## src/ugr_defs.svh

```systemverilog
`ifndef UGR_DEFS_SVH
`define UGR_DEFS_SVH

// register addresses on the parallel bus
`define UGR_ADDR_INT_STATUS     8'h18
`define UGR_ADDR_INT_ENABLE     8'h14
`define UGR_ADDR_CHIP_IDENTITY  8'h70
`define UGR_ADDR_FRAME_NUMBER   8'h74
`define UGR_ADDR_SCRATCH        8'h78

// interrupt status bit positions
`define UGR_BIT_BUS_RESET       0
`define UGR_BIT_SOF             1
`define UGR_BIT_PSEUDO_SOF      2
`define UGR_BIT_SUSPEND         3
`define UGR_BIT_RESUME          4
`define UGR_BIT_HIGH_SPEED      5
`define UGR_BIT_DMA             6
`define UGR_BIT_VBUS            7
`define UGR_BIT_SETUP           8
`define UGR_BIT_CTRL_RX         10

// implemented interrupt bits (bit 9 reserved)
`define UGR_INT_MASK            16'h05ff

// reset values
`define UGR_FRAME_RESET         16'h0000
`define UGR_SCRATCH_RESET       16'h0000
`define UGR_INT_RESET           16'h0000

// frame number field positions
`define UGR_FRAME_LSB           0
`define UGR_FRAME_MSB           10
`define UGR_MICRO_LSB           11
`define UGR_MICRO_MSB           13

// timing, clock period and figures in ns
`define UGR_CLK_PERIOD_NS       10
`define UGR_PSEUDO_FRAME_TICK_FLAG_FS_NS          1000000
`define UGR_PSEUDO_FRAME_TICK_FLAG_HS_NS          125000
`define UGR_SE0_OTG_NS          2000000
`define UGR_PSEUDO_FRAME_TICK_FLAG_FS_CYCLES      (`UGR_PSEUDO_FRAME_TICK_FLAG_FS_NS / `UGR_CLK_PERIOD_NS)
`define UGR_PSEUDO_FRAME_TICK_FLAG_HS_CYCLES      (`UGR_PSEUDO_FRAME_TICK_FLAG_HS_NS / `UGR_CLK_PERIOD_NS)
`define UGR_SE0_OTG_CYCLES      ((`UGR_SE0_OTG_NS + `UGR_CLK_PERIOD_NS - 1) / `UGR_CLK_PERIOD_NS)

`endif

```

## src/ugr_pkg.sv

```systemverilog
package ugr_pkg;
    typedef logic [15:0] ugr_word_t;
    typedef logic [7:0]  ugr_addr_t;
    // lane selection for an access
    typedef enum logic [1:0] {
        UGR_LANE_WORD,
        UGR_LANE_LOW,
        UGR_LANE_HIGH
    } ugr_lane_t;
endpackage : ugr_pkg

```

## src/ugr_general_regs.sv

```systemverilog
// Notes on behaviour
// RULE_01 - control rx buffer event sets bit 10
// RULE_02 - setup token sets bit 8
// RULE_03 - vbus rising edge sets bit 7
// RULE_04 - dma reason change sets bit 6
// RULE_05 - full to high speed sets bit 5
// RULE_06 - suspend to active sets bit 4
// RULE_07 - active to suspend sets bit 3
// RULE_08 - free pseudo frame tick sets bit 2
// RULE_09 - received frame start sets bit 1
// RULE_10 - bus reset sets bit 0
// RULE_11 - otg mode: bit 0 reports 2 ms se0
// RULE_12 - read-only identity: chip_identity and version; reads give only chip_identity[15:0], without CHIP_IDENTITY[15:8]
// RULE_13 - firmware checks identity before using features
// RULE_14 - frame and microframe number read-only
// RULE_15 - byte reads return low byte first
// RULE_16 - plain read-write 16-bit scratch register
// RULE_17 - write one clears each status bit
// RULE_18 - dma flag cleared after reason cleared
// RULE_19 - interrupt asserted while enabled bit set
// RULE_20 - frame and scratch zero after resets
`timescale 1ns/1ps
`default_nettype none
`include "ugr_defs.svh"
module ugr_general_regs #(
    parameter logic [15:0] CHIP_IDENTITY      = 16'h00a5, // arbitrary value
    parameter logic [7:0]  CHIP_VERSION = 8'h01,    // arbitrary value
    parameter int          PSEUDO_FRAME_TICK_FLAG_FS_CYCLES = `UGR_PSEUDO_FRAME_TICK_FLAG_FS_CYCLES,
    parameter int          PSEUDO_FRAME_TICK_FLAG_HS_CYCLES = `UGR_PSEUDO_FRAME_TICK_FLAG_HS_CYCLES,
    parameter int          SE0_CYCLES     = `UGR_SE0_OTG_CYCLES
) (
    input  wire logic             core_clk,
    input  wire logic             reset,
    // parallel register port
    input  wire ugr_pkg::ugr_addr_t addr,
    input  wire logic             wr_en,
    input  wire logic             rd_en,
    input  wire logic             bus_8bit,
    input  wire ugr_pkg::ugr_word_t wdata,
    output ugr_pkg::ugr_word_t    rdata,
    output logic                  rvalid,
    // enable register value from the rest of the chip
    input  wire logic [31:0]      int_enable,
    input  wire logic             otg_enable,
    // events from the link and core logic
    input  wire logic             ctrl_ep_rx_event,
    input  wire logic             ctrl_setup_event,
    input  wire logic             vbus_pin,
    input  wire logic             dma_reason_changed,
    input  wire logic             dma_reason_pending,
    input  wire logic             high_speed,
    input  wire logic             bus_suspended,
    input  wire logic             sof_valid,
    input  wire logic [10:0]      sof_frame,
    input  wire logic [2:0]       sof_micro,
    input  wire logic             bus_reset_event,
    input  wire logic             se0_pin,
    // status out
    output logic [15:0]           interrupt_status,
    output logic                  int_out,
    output logic                  usb_reset_seen
);
    import ugr_pkg::*;

    logic [1:0]  vbus_sync;
    logic [1:0]  se0_sync;
    logic        vbus_prev;
    logic        hs_prev;
    logic        suspend_flag_prev;
    logic        pseudo_tick;
    logic        se0_held;
    logic        bus_reset_int;
    logic [15:0] set_bits;
    logic [15:0] clear_bits;
    logic [15:0] frame_number;
    logic [15:0] firmware_scratch;
    logic [23:0] chip_identity;
    logic        byte_phase;
    logic [15:0] read_word;
    logic        hit_status;
    logic        hit_frame;
    logic        hit_scratch;
    logic        hit_ident;
    logic [15:0] lane_data;
    wire  logic [15:0] next_status;

    localparam logic [15:0] INT_MASK = `UGR_INT_MASK;

    assign chip_identity = {CHIP_IDENTITY, CHIP_VERSION}; // RULE_12

    // pin inputs pass two flip-flops
    always_ff @(posedge core_clk) begin
        if (reset) begin
            vbus_sync <= 2'b00;
            se0_sync  <= 2'b00;
        end else begin
            vbus_sync <= {vbus_sync[0], vbus_pin};
            se0_sync  <= {se0_sync[0], se0_pin};
        end
    end

    // previous levels for edge detection
    always_ff @(posedge core_clk) begin
        if (reset) begin
            vbus_prev <= 1'b0;
            hs_prev   <= 1'b0;
            suspend_flag_prev <= 1'b0;
        end else begin
            vbus_prev <= vbus_sync[1];
            hs_prev   <= high_speed;
            suspend_flag_prev <= bus_suspended;
        end
    end

    ugr_pseudo_frame #(
        .FS_CYCLES (PSEUDO_FRAME_TICK_FLAG_FS_CYCLES),
        .HS_CYCLES (PSEUDO_FRAME_TICK_FLAG_HS_CYCLES)
    ) u_pseudo (
        .core_clk   (core_clk),
        .reset      (reset),
        .high_speed (high_speed),
        .tick       (pseudo_tick)
    );

    ugr_se0_timer #(
        .HOLD_CYCLES (SE0_CYCLES)
    ) u_se0 (
        .core_clk (core_clk),
        .reset    (reset),
        .se0      (se0_sync[1]),
        .held     (se0_held)
    );

    // in otg mode bit 0 reports long se0 instead of bus reset
    assign bus_reset_int = otg_enable ? se0_held : bus_reset_event; // RULE_11
    assign usb_reset_seen = bus_reset_event;

    // hardware set conditions for each status bit
    always_comb begin
        set_bits = 16'h0000;
        set_bits[`UGR_BIT_CTRL_RX]    = ctrl_ep_rx_event;                 // RULE_01
        set_bits[`UGR_BIT_SETUP]      = ctrl_setup_event;                 // RULE_02
        set_bits[`UGR_BIT_VBUS]       = vbus_sync[1] && !vbus_prev;       // RULE_03
        set_bits[`UGR_BIT_DMA]        = dma_reason_changed;               // RULE_04
        set_bits[`UGR_BIT_HIGH_SPEED] = high_speed && !hs_prev;           // RULE_05
        set_bits[`UGR_BIT_RESUME]     = suspend_flag_prev && !bus_suspended;      // RULE_06
        set_bits[`UGR_BIT_SUSPEND]    = bus_suspended && !suspend_flag_prev;      // RULE_07
        set_bits[`UGR_BIT_PSEUDO_SOF] = pseudo_tick;                      // RULE_08
        set_bits[`UGR_BIT_SOF]        = sof_valid;                        // RULE_09
        set_bits[`UGR_BIT_BUS_RESET]  = bus_reset_int;                    // RULE_10
    end

    // address decode
    assign hit_status  = (addr == `UGR_ADDR_INT_STATUS);
    assign hit_frame   = (addr == `UGR_ADDR_FRAME_NUMBER);
    assign hit_scratch = (addr == `UGR_ADDR_SCRATCH);
    assign hit_ident   = (addr == `UGR_ADDR_CHIP_IDENTITY);

    // write data lane: on an 8-bit bus the byte lands in the half picked by phase
    always_comb begin
        lane_data = wdata;
        if (bus_8bit) begin
            lane_data = byte_phase ? {wdata[7:0], 8'h00} : {8'h00, wdata[7:0]};
        end
    end

    // write-one-to-clear; dma bit holds while a reason is pending
    always_comb begin
        clear_bits = 16'h0000;
        if (wr_en && hit_status) begin
            clear_bits = lane_data & INT_MASK;                            // RULE_17
            if (dma_reason_pending) begin
                clear_bits[`UGR_BIT_DMA] = 1'b0;                          // RULE_18
            end
        end
    end

    // next value per flag: a new event wins over a clear, absent bits stay zero
    for (genvar b = 0; b < 16; b++) begin : g_status
        if (INT_MASK[b]) begin : g_used
            assign next_status[b] = set_bits[b]                           // RULE_17
                                    || (interrupt_status[b] && !clear_bits[b]);
        end else begin : g_unused
            assign next_status[b] = 1'b0;
        end
    end

    // status register
    always_ff @(posedge core_clk) begin
        if (reset) begin
            interrupt_status <= `UGR_INT_RESET;
        end else begin
            interrupt_status <= next_status;                              // RULE_17
        end
    end

    // interrupt line from enabled status bits
    always_ff @(posedge core_clk) begin
        if (reset) begin
            int_out <= 1'b0;
        end else begin
            int_out <= |(interrupt_status & int_enable[15:0]);            // RULE_19
        end
    end

    // frame number loads only on valid frame start; reset and bus reset clear it
    always_ff @(posedge core_clk) begin
        if (reset || bus_reset_event) begin
            frame_number <= `UGR_FRAME_RESET;                             // RULE_20
        end else if (sof_valid) begin
            frame_number <= {2'b00, sof_micro, sof_frame};                // RULE_14
        end
    end

    // scratch storage, no side effects
    always_ff @(posedge core_clk) begin
        if (reset || bus_reset_event) begin
            firmware_scratch <= `UGR_SCRATCH_RESET;                       // RULE_20
        end else if (wr_en && hit_scratch) begin
            if (bus_8bit) begin
                if (byte_phase) begin
                    firmware_scratch[15:8] <= wdata[7:0];
                end else begin
                    firmware_scratch[7:0] <= wdata[7:0];
                end
            end else begin
                firmware_scratch <= wdata;                                // RULE_16
            end
        end
    end

    // byte phase on 8-bit bus: low byte first, then high
    always_ff @(posedge core_clk) begin
        if (reset) begin
            byte_phase <= 1'b0;
        end else if (!bus_8bit) begin
            byte_phase <= 1'b0;
        end else if (rd_en || wr_en) begin
            byte_phase <= !byte_phase;                                    // RULE_15
        end
    end

    // read mux
    always_comb begin
        read_word = 16'h0000;
        if (hit_status) begin
            read_word = interrupt_status;
        end else if (hit_frame) begin
            read_word = frame_number;
        end else if (hit_scratch) begin
            read_word = firmware_scratch;
        end else if (hit_ident) begin
            read_word = chip_identity[15:0];
        end
    end

    // registered read data, byte lane chosen by phase
    always_ff @(posedge core_clk) begin
        if (reset) begin
            rdata  <= 16'h0000;
            rvalid <= 1'b0;
        end else begin
            rvalid <= rd_en;
            if (rd_en) begin
                if (bus_8bit) begin
                    rdata <= byte_phase ? {8'h00, read_word[15:8]}
                                        : {8'h00, read_word[7:0]};        // RULE_15
                end else begin
                    rdata <= read_word;
                end
            end
        end
    end
endmodule : ugr_general_regs
`default_nettype wire

```

## src/ugr_pseudo_frame.sv

```systemverilog
`timescale 1ns/1ps
`default_nettype none
module ugr_pseudo_frame #(
    parameter int FS_CYCLES = 100000,
    parameter int HS_CYCLES = 12500
) (
    input  wire logic core_clk,
    input  wire logic reset,
    input  wire logic high_speed,
    output logic      tick
);
    import ugr_pkg::*;

    logic [31:0] count;
    logic [31:0] limit;

    assign limit = high_speed ? 32'(HS_CYCLES - 1) : 32'(FS_CYCLES - 1);

    // free-running period counter, not aligned to bus frames
    always_ff @(posedge core_clk) begin
        if (reset) begin
            count <= 32'h0000_0000;
            tick  <= 1'b0;
        end else if (count >= limit) begin
            count <= 32'h0000_0000;
            tick  <= 1'b1;
        end else begin
            count <= count + 32'h0000_0001;
            tick  <= 1'b0;
        end
    end
endmodule : ugr_pseudo_frame
`default_nettype wire

```

## src/ugr_se0_timer.sv

```systemverilog
`timescale 1ns/1ps
`default_nettype none
module ugr_se0_timer #(
    parameter int HOLD_CYCLES = 200000
) (
    input  wire logic core_clk,
    input  wire logic reset,
    input  wire logic se0,
    output logic      held
);
    import ugr_pkg::*;

    logic [31:0] count;

    // one pulse once se0 has lasted the hold time
    always_ff @(posedge core_clk) begin
        if (reset || !se0) begin
            count <= 32'h0000_0000;
            held  <= 1'b0;
        end else if (count == 32'(HOLD_CYCLES - 1)) begin
            count <= count + 32'h0000_0001;
            held  <= 1'b1;
        end else if (count < 32'(HOLD_CYCLES)) begin
            count <= count + 32'h0000_0001;
            held  <= 1'b0;
        end else begin
            held  <= 1'b0;
        end
    end
endmodule : ugr_se0_timer
`default_nettype wire

```

## config.mk

```make
export PLATFORM = sky130hd
export DESIGN_NAME = ugr_general_regs
export DESIGN_NICKNAME = d
export VERILOG_FILES = /design/src/ugr_pkg.sv /design/src/ugr_general_regs.sv /design/src/ugr_pseudo_frame.sv /design/src/ugr_se0_timer.sv
export VERILOG_INCLUDE_DIRS = /design/src /design/src/src
export SDC_FILE = /design/constraint.sdc
export NUM_CORES = 1
export LEC_CHECK = 0
export ABC_AREA = 1
export CORE_ASPECT_RATIO = 0.75
export CORE_UTILIZATION = 63
export DETAILED_ROUTE_END_ITERATION = 10
export DONT_BUFFER_PORTS = 1
export PLACE_DENSITY = 0.81
export SYNTH_ARGS = -nofsm -noshare
export SYNTH_HDL_FRONTEND = slang
export SYNTH_SLANG_ARGS = --single-unit
```

## constraint.sdc

```tcl
create_clock -name core_clk -period 2.1 [get_ports core_clk]
set_input_delay 0.105 -clock core_clk [delete_from_list [all_inputs] [get_ports core_clk]]
set_output_delay 0.105 -clock core_clk [all_outputs]
set_load 0.05 [all_outputs]
```

# After elaboration in Yosys (flattened, before gate mapping)
# Index checks and enable logic that the tools add are counted.
[classes] addsub=2 n_lt_le_gt_ge=2 n_eq_ne=7 n_mux=19 bitwise=2 reduce_logical=51
[ops] op="2-to-1 mux 16 bit" n=6
[ops] op="adder 32 x 1 -> 32 bit, second input constant" n=2
[ops] op="2-to-1 mux 32 bit" n=2
[ops] op="2-to-1 mux 11 bit" n=3
[ops] op="equality test 32 x 18 -> 1 bit, second input constant" n=1
[ops] op="greater-or-equal comparator 32 bit" n=1
[ops] op="< comparator 32 x 18 -> 1 bit, second input constant" n=1
[ops] op="equality test 8 x 7 -> 1 bit, second input constant" n=3
[ops] op="2-to-1 mux 8 bit" n=3
[ops] op="2-to-1 mux 17 bit" n=1
[ops] op="bitwise AND 16 bit" n=1
[ops] op="logical AND 1 bit" n=16
[ops] op="zero test 1 bit" n=16
[ops] op="OR reduction 16 bit" n=1
[ops] op="logical OR 1 bit" n=13
[ops] op="equality test 8 x 5 -> 1 bit, second input constant" n=1
[ops] op="2-to-1 mux 1 bit" n=4
[ops] op="AND reduction 2 bit" n=2
[ops] op="OR reduction 2 bit" n=2
[ops] op="inequality test 2 x 1 -> 1 bit, second input constant" n=1
[ops] op="inequality test 2 bit, second input constant" n=1
[ops] op="nonzero test 2 bit" n=1
[ops] op="NOT 1 bit" n=1
[word_totals] reg_bits=138 inputBits=86 out_inout_bits=35

# Longest topological paths before layout
[depth] word_depth=7 mapped_depth=12 mapped_depth_nobuf=11

# Cells and area by module
# A second synthesis with hierarchy kept.
[unflattened] cells_unflattened=873 hier_area_um2=6187.2
[by_module_without_submodules] mod="ugr_general_regs" n_inst=1 cells_each=448 area_each_um2=3081.7 seq_area_each_um2=1321.3
[by_module_without_submodules] mod="ugr_se0_timer" n_inst=1 cells_each=252 area_each_um2=1622.8 seq_area_each_um2=660.6
[by_module_without_submodules] mod="ugr_pseudo_frame" n_inst=1 cells_each=173 area_each_um2=1482.7 seq_area_each_um2=660.6

# Worst setup path before layout
# Ideal clock, no wire load.
[synth_timing] path_type="register to register" start="reg u_pseudo.count[6]" end="reg u_pseudo.count[10]" setup_time_ps=116 t_arrival_ps=1358 t_required_ps=1984 setup_slack_ps=626 path_stages_with_launch=12 path_buffers=1 period_less_slack_ps=1474 path_cell_list="dfxtp_1 -> ha_1 -> nand2_1 -> nor3_1 -> nand2_1 -> o21ai_0 -> nand2_1 -> nand2_1 -> nand2_1 -> nand3_4 -> buf_6 -> nor2_1"
[synth_via] elab_chain_cells=2
[synth_lines] item="start, declared" line_no="ugr_pseudo_frame.sv:14" text="logic [31:0] count;"
[synth_lines] item="start signal, assigned" line_no="ugr_pseudo_frame.sv:28" text="count <= count + 32'h0000_0001;"
[synth_lines] item="greater-or-equal comparator 32 bit" line_no="ugr_pseudo_frame.sv:24" text="end else if (count >= limit) begin"
[synth_lines] item="OR reduction 2 bit (no source line)"
# Several ways; a longest one is shown, not always the timed one.
# A chain may end at the register's enable or synchronous reset.

# Worst setup path in the final report
[layout_timing] start="reg byte_phase" end="reg rdata[2]"
[layout_via] elab_chain_cells=2
[layout_lines] item="start, declared" line_no="ugr_general_regs.sv:78" text="logic byte_phase;"
[layout_lines] item="start signal, assigned" line_no="ugr_general_regs.sv:239" text="byte_phase <= !byte_phase;"
[layout_lines] item="2-to-1 mux 8 bit" line_no="ugr_general_regs.sv:266" text="rdata <= byte_phase ? {8'h00, read_word[15:8]}"
[layout_lines] item="2-to-1 mux 16 bit" line_no="ugr_general_regs.sv:265" text="if (bus_8bit) begin"
[layout_lines] item="end signal, assigned" line_no="ugr_general_regs.sv:266"
[layout_lines] item="end signal, assigned" line_no="ugr_general_regs.sv:269" text="rdata <= read_word;"
[layout_lines] item="end, declared" line_no="ugr_general_regs.sv:40" text="output ugr_pkg::ugr_word_t rdata,"
# Every way passes these cells.

==> reports/results.tsv <==
metric	value	unit
timing.fmax	0.554	GHz
synth_area_per_cell	7.31	sq um
grt_setup_unrepaired	no	
cts_made_buffers	17	
crit_fanout	11	
dpl.hpwl	10900	microns
required	2.40	ns
min_path_cells	4	
proportion_of_netlist_area_held_by_the_largest_area_contributor	43.6	%
hold_viol_final	0	
final_cell_area	0.00725	sq mm
critPathArrivalTime	2.11	ns
worstSetupEndpointType	flop	
synth.cells.most_frequent	202 x nand2_1, 132 x dfxtp_1, 130 x nor2_1, 72 x inv_1, 63 x a21oi_1	
status	complete, no violations	
power.ir.vdd_worst	0.734	mV
synthAdderAreaFrac	2.27	%
synthCells	829	
detailroute.via_count	5745	
die_w	115	microns
min_path_type	in -> reg	
critical_path_class	reg -> reg	
htreeDepth	4	
regToRegEndpoint	rdata[2]	
finish.net_count	999	
synth.cell_area	0.00606	sq mm
cts.repair.resized	0	
synthMuxAreaShare	0.165	%
setup_viol	0	
num_io_pins	121	
worst_path_max_delay_cell	dlygate4sd3_1	
maxCapViolCount	0	
cts_tree	yes	
worst-path-buf-inv	2	
tightestPinTransition	0.551	ns
area.growth.synth_to_final	19.6	%
ys_async_sr_fraction	0	%
clock-skew-final	0.00596	ns
antenna_found_initial	0	
yosys_most_used_dff	dfxtp_1	
crit_family	buffers and inverters	
synth-xor-area-share	3.61	%
maximum_cell_stage_delay_along_the_critical_path	0.55	ns
setup.worst_path.start	byte_phase	
tns	0	ns
grt_usage	34.7	%
synth.yosys.warnings	0	
period_needed	1.81	ns
report.final.slew_viol_count	0	
routed_wirelength	16000	microns
ys_seq_elements	132	
worst_skew_pair.late_latency	0.42	ns
final-instance-count-excl-fill	1042	
drive_gt1_share	10.7	%
post_synth_and_or_nand_nor_area_fraction	31.9	%
initial_utilization	65.9	%
num_antenna_cells	0	
reg2reg_setup_slack	0.29	ns
timing.reg2reg.worst_path_depth	6	
cts_sinks	132	
iteration_count_of_the_initial_detailed_routing_pass	6	
main_combinational_cell_family_by_area_after_synthesis	simple AND/OR/NAND/NOR gates	
floorplan.die.height	86.9	microns
globalRoute.totalOverflow	0	
cts_max_path_buffers	2	
synth_enable_flop_cells	0	
numPlacedInstances	966	
initialDrtViolationCount	517	
cellPowerDensity	788	mW/mm^2
slew_headroom	63.2	%
largest_net_degree_at_the_start_of_global_routing	38	
crit_chain	nand2_1 -> inv_2 -> nand4_1 -> nand3_1 -> a21oi_1 -> dlygate4sd3_1	
route.detailed.vias_per_inst	5.51	
post-route-period-util	86.0	%
timing.critical_path.from_type	flop	
r2r_start	byte_phase	
first_global_vias	5665	
place.port_buffers	0	
floorplan.die_area	0.0100	sq mm
synth_area_leader_cell	dfxtp_1	
synth.lib_cells_used.distinct	46	
synth.top_cells.by_area	dfxtp_1 44%, nand2_1 13%, nor2_1 8.1%	
hold_ws	0.0150	ns
p_leak	2.87	nW
placed_cell_area	0.00625	sq mm
remaining_drc_errors	0	
synth.yosys.seq_area_share	43.6	%
layout.core_utilization	78.8	%
detail_route.wl_per_cell	15.4	microns
finalWeightedCongestion	0.895	
crit_path_depth	6	
crit_path_end	rdata[2]	
final_antenna_net_count	0	
clock-root-buffer	clkbuf_16	
clk_pin_slew	0.06	ns
grt_first_pass_wirelength	26200	microns
core-area	0.00920	sq mm
most_used_standard_cell_by_instance_count_after_synthesis	nand2_1	
placement_rows	30	
synth_compound_area_share	10.4	%
==> per-layer routing <==
metal	track usage (%)	vias up	wire, microns
li1	-	2765	-
met1	39.6	2640	6320
met2	59.0	283	7670
met3	11.3	57	1490
met4	16.5	0	549
met5	0	-	0
==> layout make-up <==
type,instances,area (sq um)
well taps,128,160
repair buffers,62,588
multi-input cells,605,3000
inverters,84,319
clock inverters,9,82.6
fillers,641,1950
clock buffers,22,454
flip-flops and latches,132,2640
==> sequential cells by signal, summed over array words and instances (netlist names), 2 cells and up <==
signal and flops:
firmware_scratch 16, vbus_sync 2, rdata 16, se0_sync 2
u_pseudo.count 32, u_se0.count 32, frame_number 14, interrupt_status 10
==> logic make-up after synthesis <==
| logic type | Yosys count |
|---|---|
| muxes | 1 |
| buffers and inverters | 111 |
| xor gates and xnor gates | 25 |
| AOI/OAI and AO/OA | 107 |
| and+or+nand+nor | 441 |
| adders and majority gates | 11 |
| DFF | 132 |
| other | 1 |
==> cell usage in the layout, fill, tap and decap left out, drive strengths merged <==
master       instances
and3                 1
bufinv               1
nor2               138
xnor2               11
nor4                 5
or2                  4
clkinv              10
a21oi               76
clkinvlp             2
a21o                 1
a221oi               1
nand4               13
nand2              218
o21ai               22
ha                  11
nor3b                1
dlygate4sd3         44
dfxtp              132
xor2                14
conb                20
inv                 80
o21a                 1
o211ai               6
buf                 18
nor3                11
nand3               50
mux2i                1
clkbuf              22
==> what timing repair did <==
action                                 4_1_cts  5_1_grt
hold buffers                                45        0
setup buffers                                0        0
endpoints found under the hold margin       67        0
==> worst min-delay path, cell delays in order <==
cell and delay [ns]:
nand2_1 0.04, nand3_1 0.07, o21ai_0 0.12, inv_1 0.07
==> worst min-delay path by stage <==
stage             startpoint                   to  slack [ns]
2_1_floorplan        se0_pin          se0_sync[0]        0.21
3_3_place_gp           reset  interrupt_status[0]        0.18
3_5_place_dp           reset  interrupt_status[0]        0.18
4_1_cts             bus_8bit  firmware_scratch[9]      0.0004
5_1_grt        int_enable[0]              int_out        0.02
6_report       int_enable[0]              int_out        0.01
==> power breakdown <==
| group | total, mW | internal [mW] | switching, mW |
|---|---|---|---|
| logic | 0.386 | 0.135 | 0.251 |
| clock network | 2.71 | 1.64 | 1.07 |
| registers | 2.61 | 2.56 | 0.0495 |
==> through the flow <==
step,setup slack [ns],power [mW]
finish,0.295,5.71
global route,0.136,5.87
CTS,0.295,5.70
detailed placement,0.446,2.94
global placement,0.492,2.93
floorplan,0.626,2.89
No activity file was read; power rests on OpenSTA's default activity.
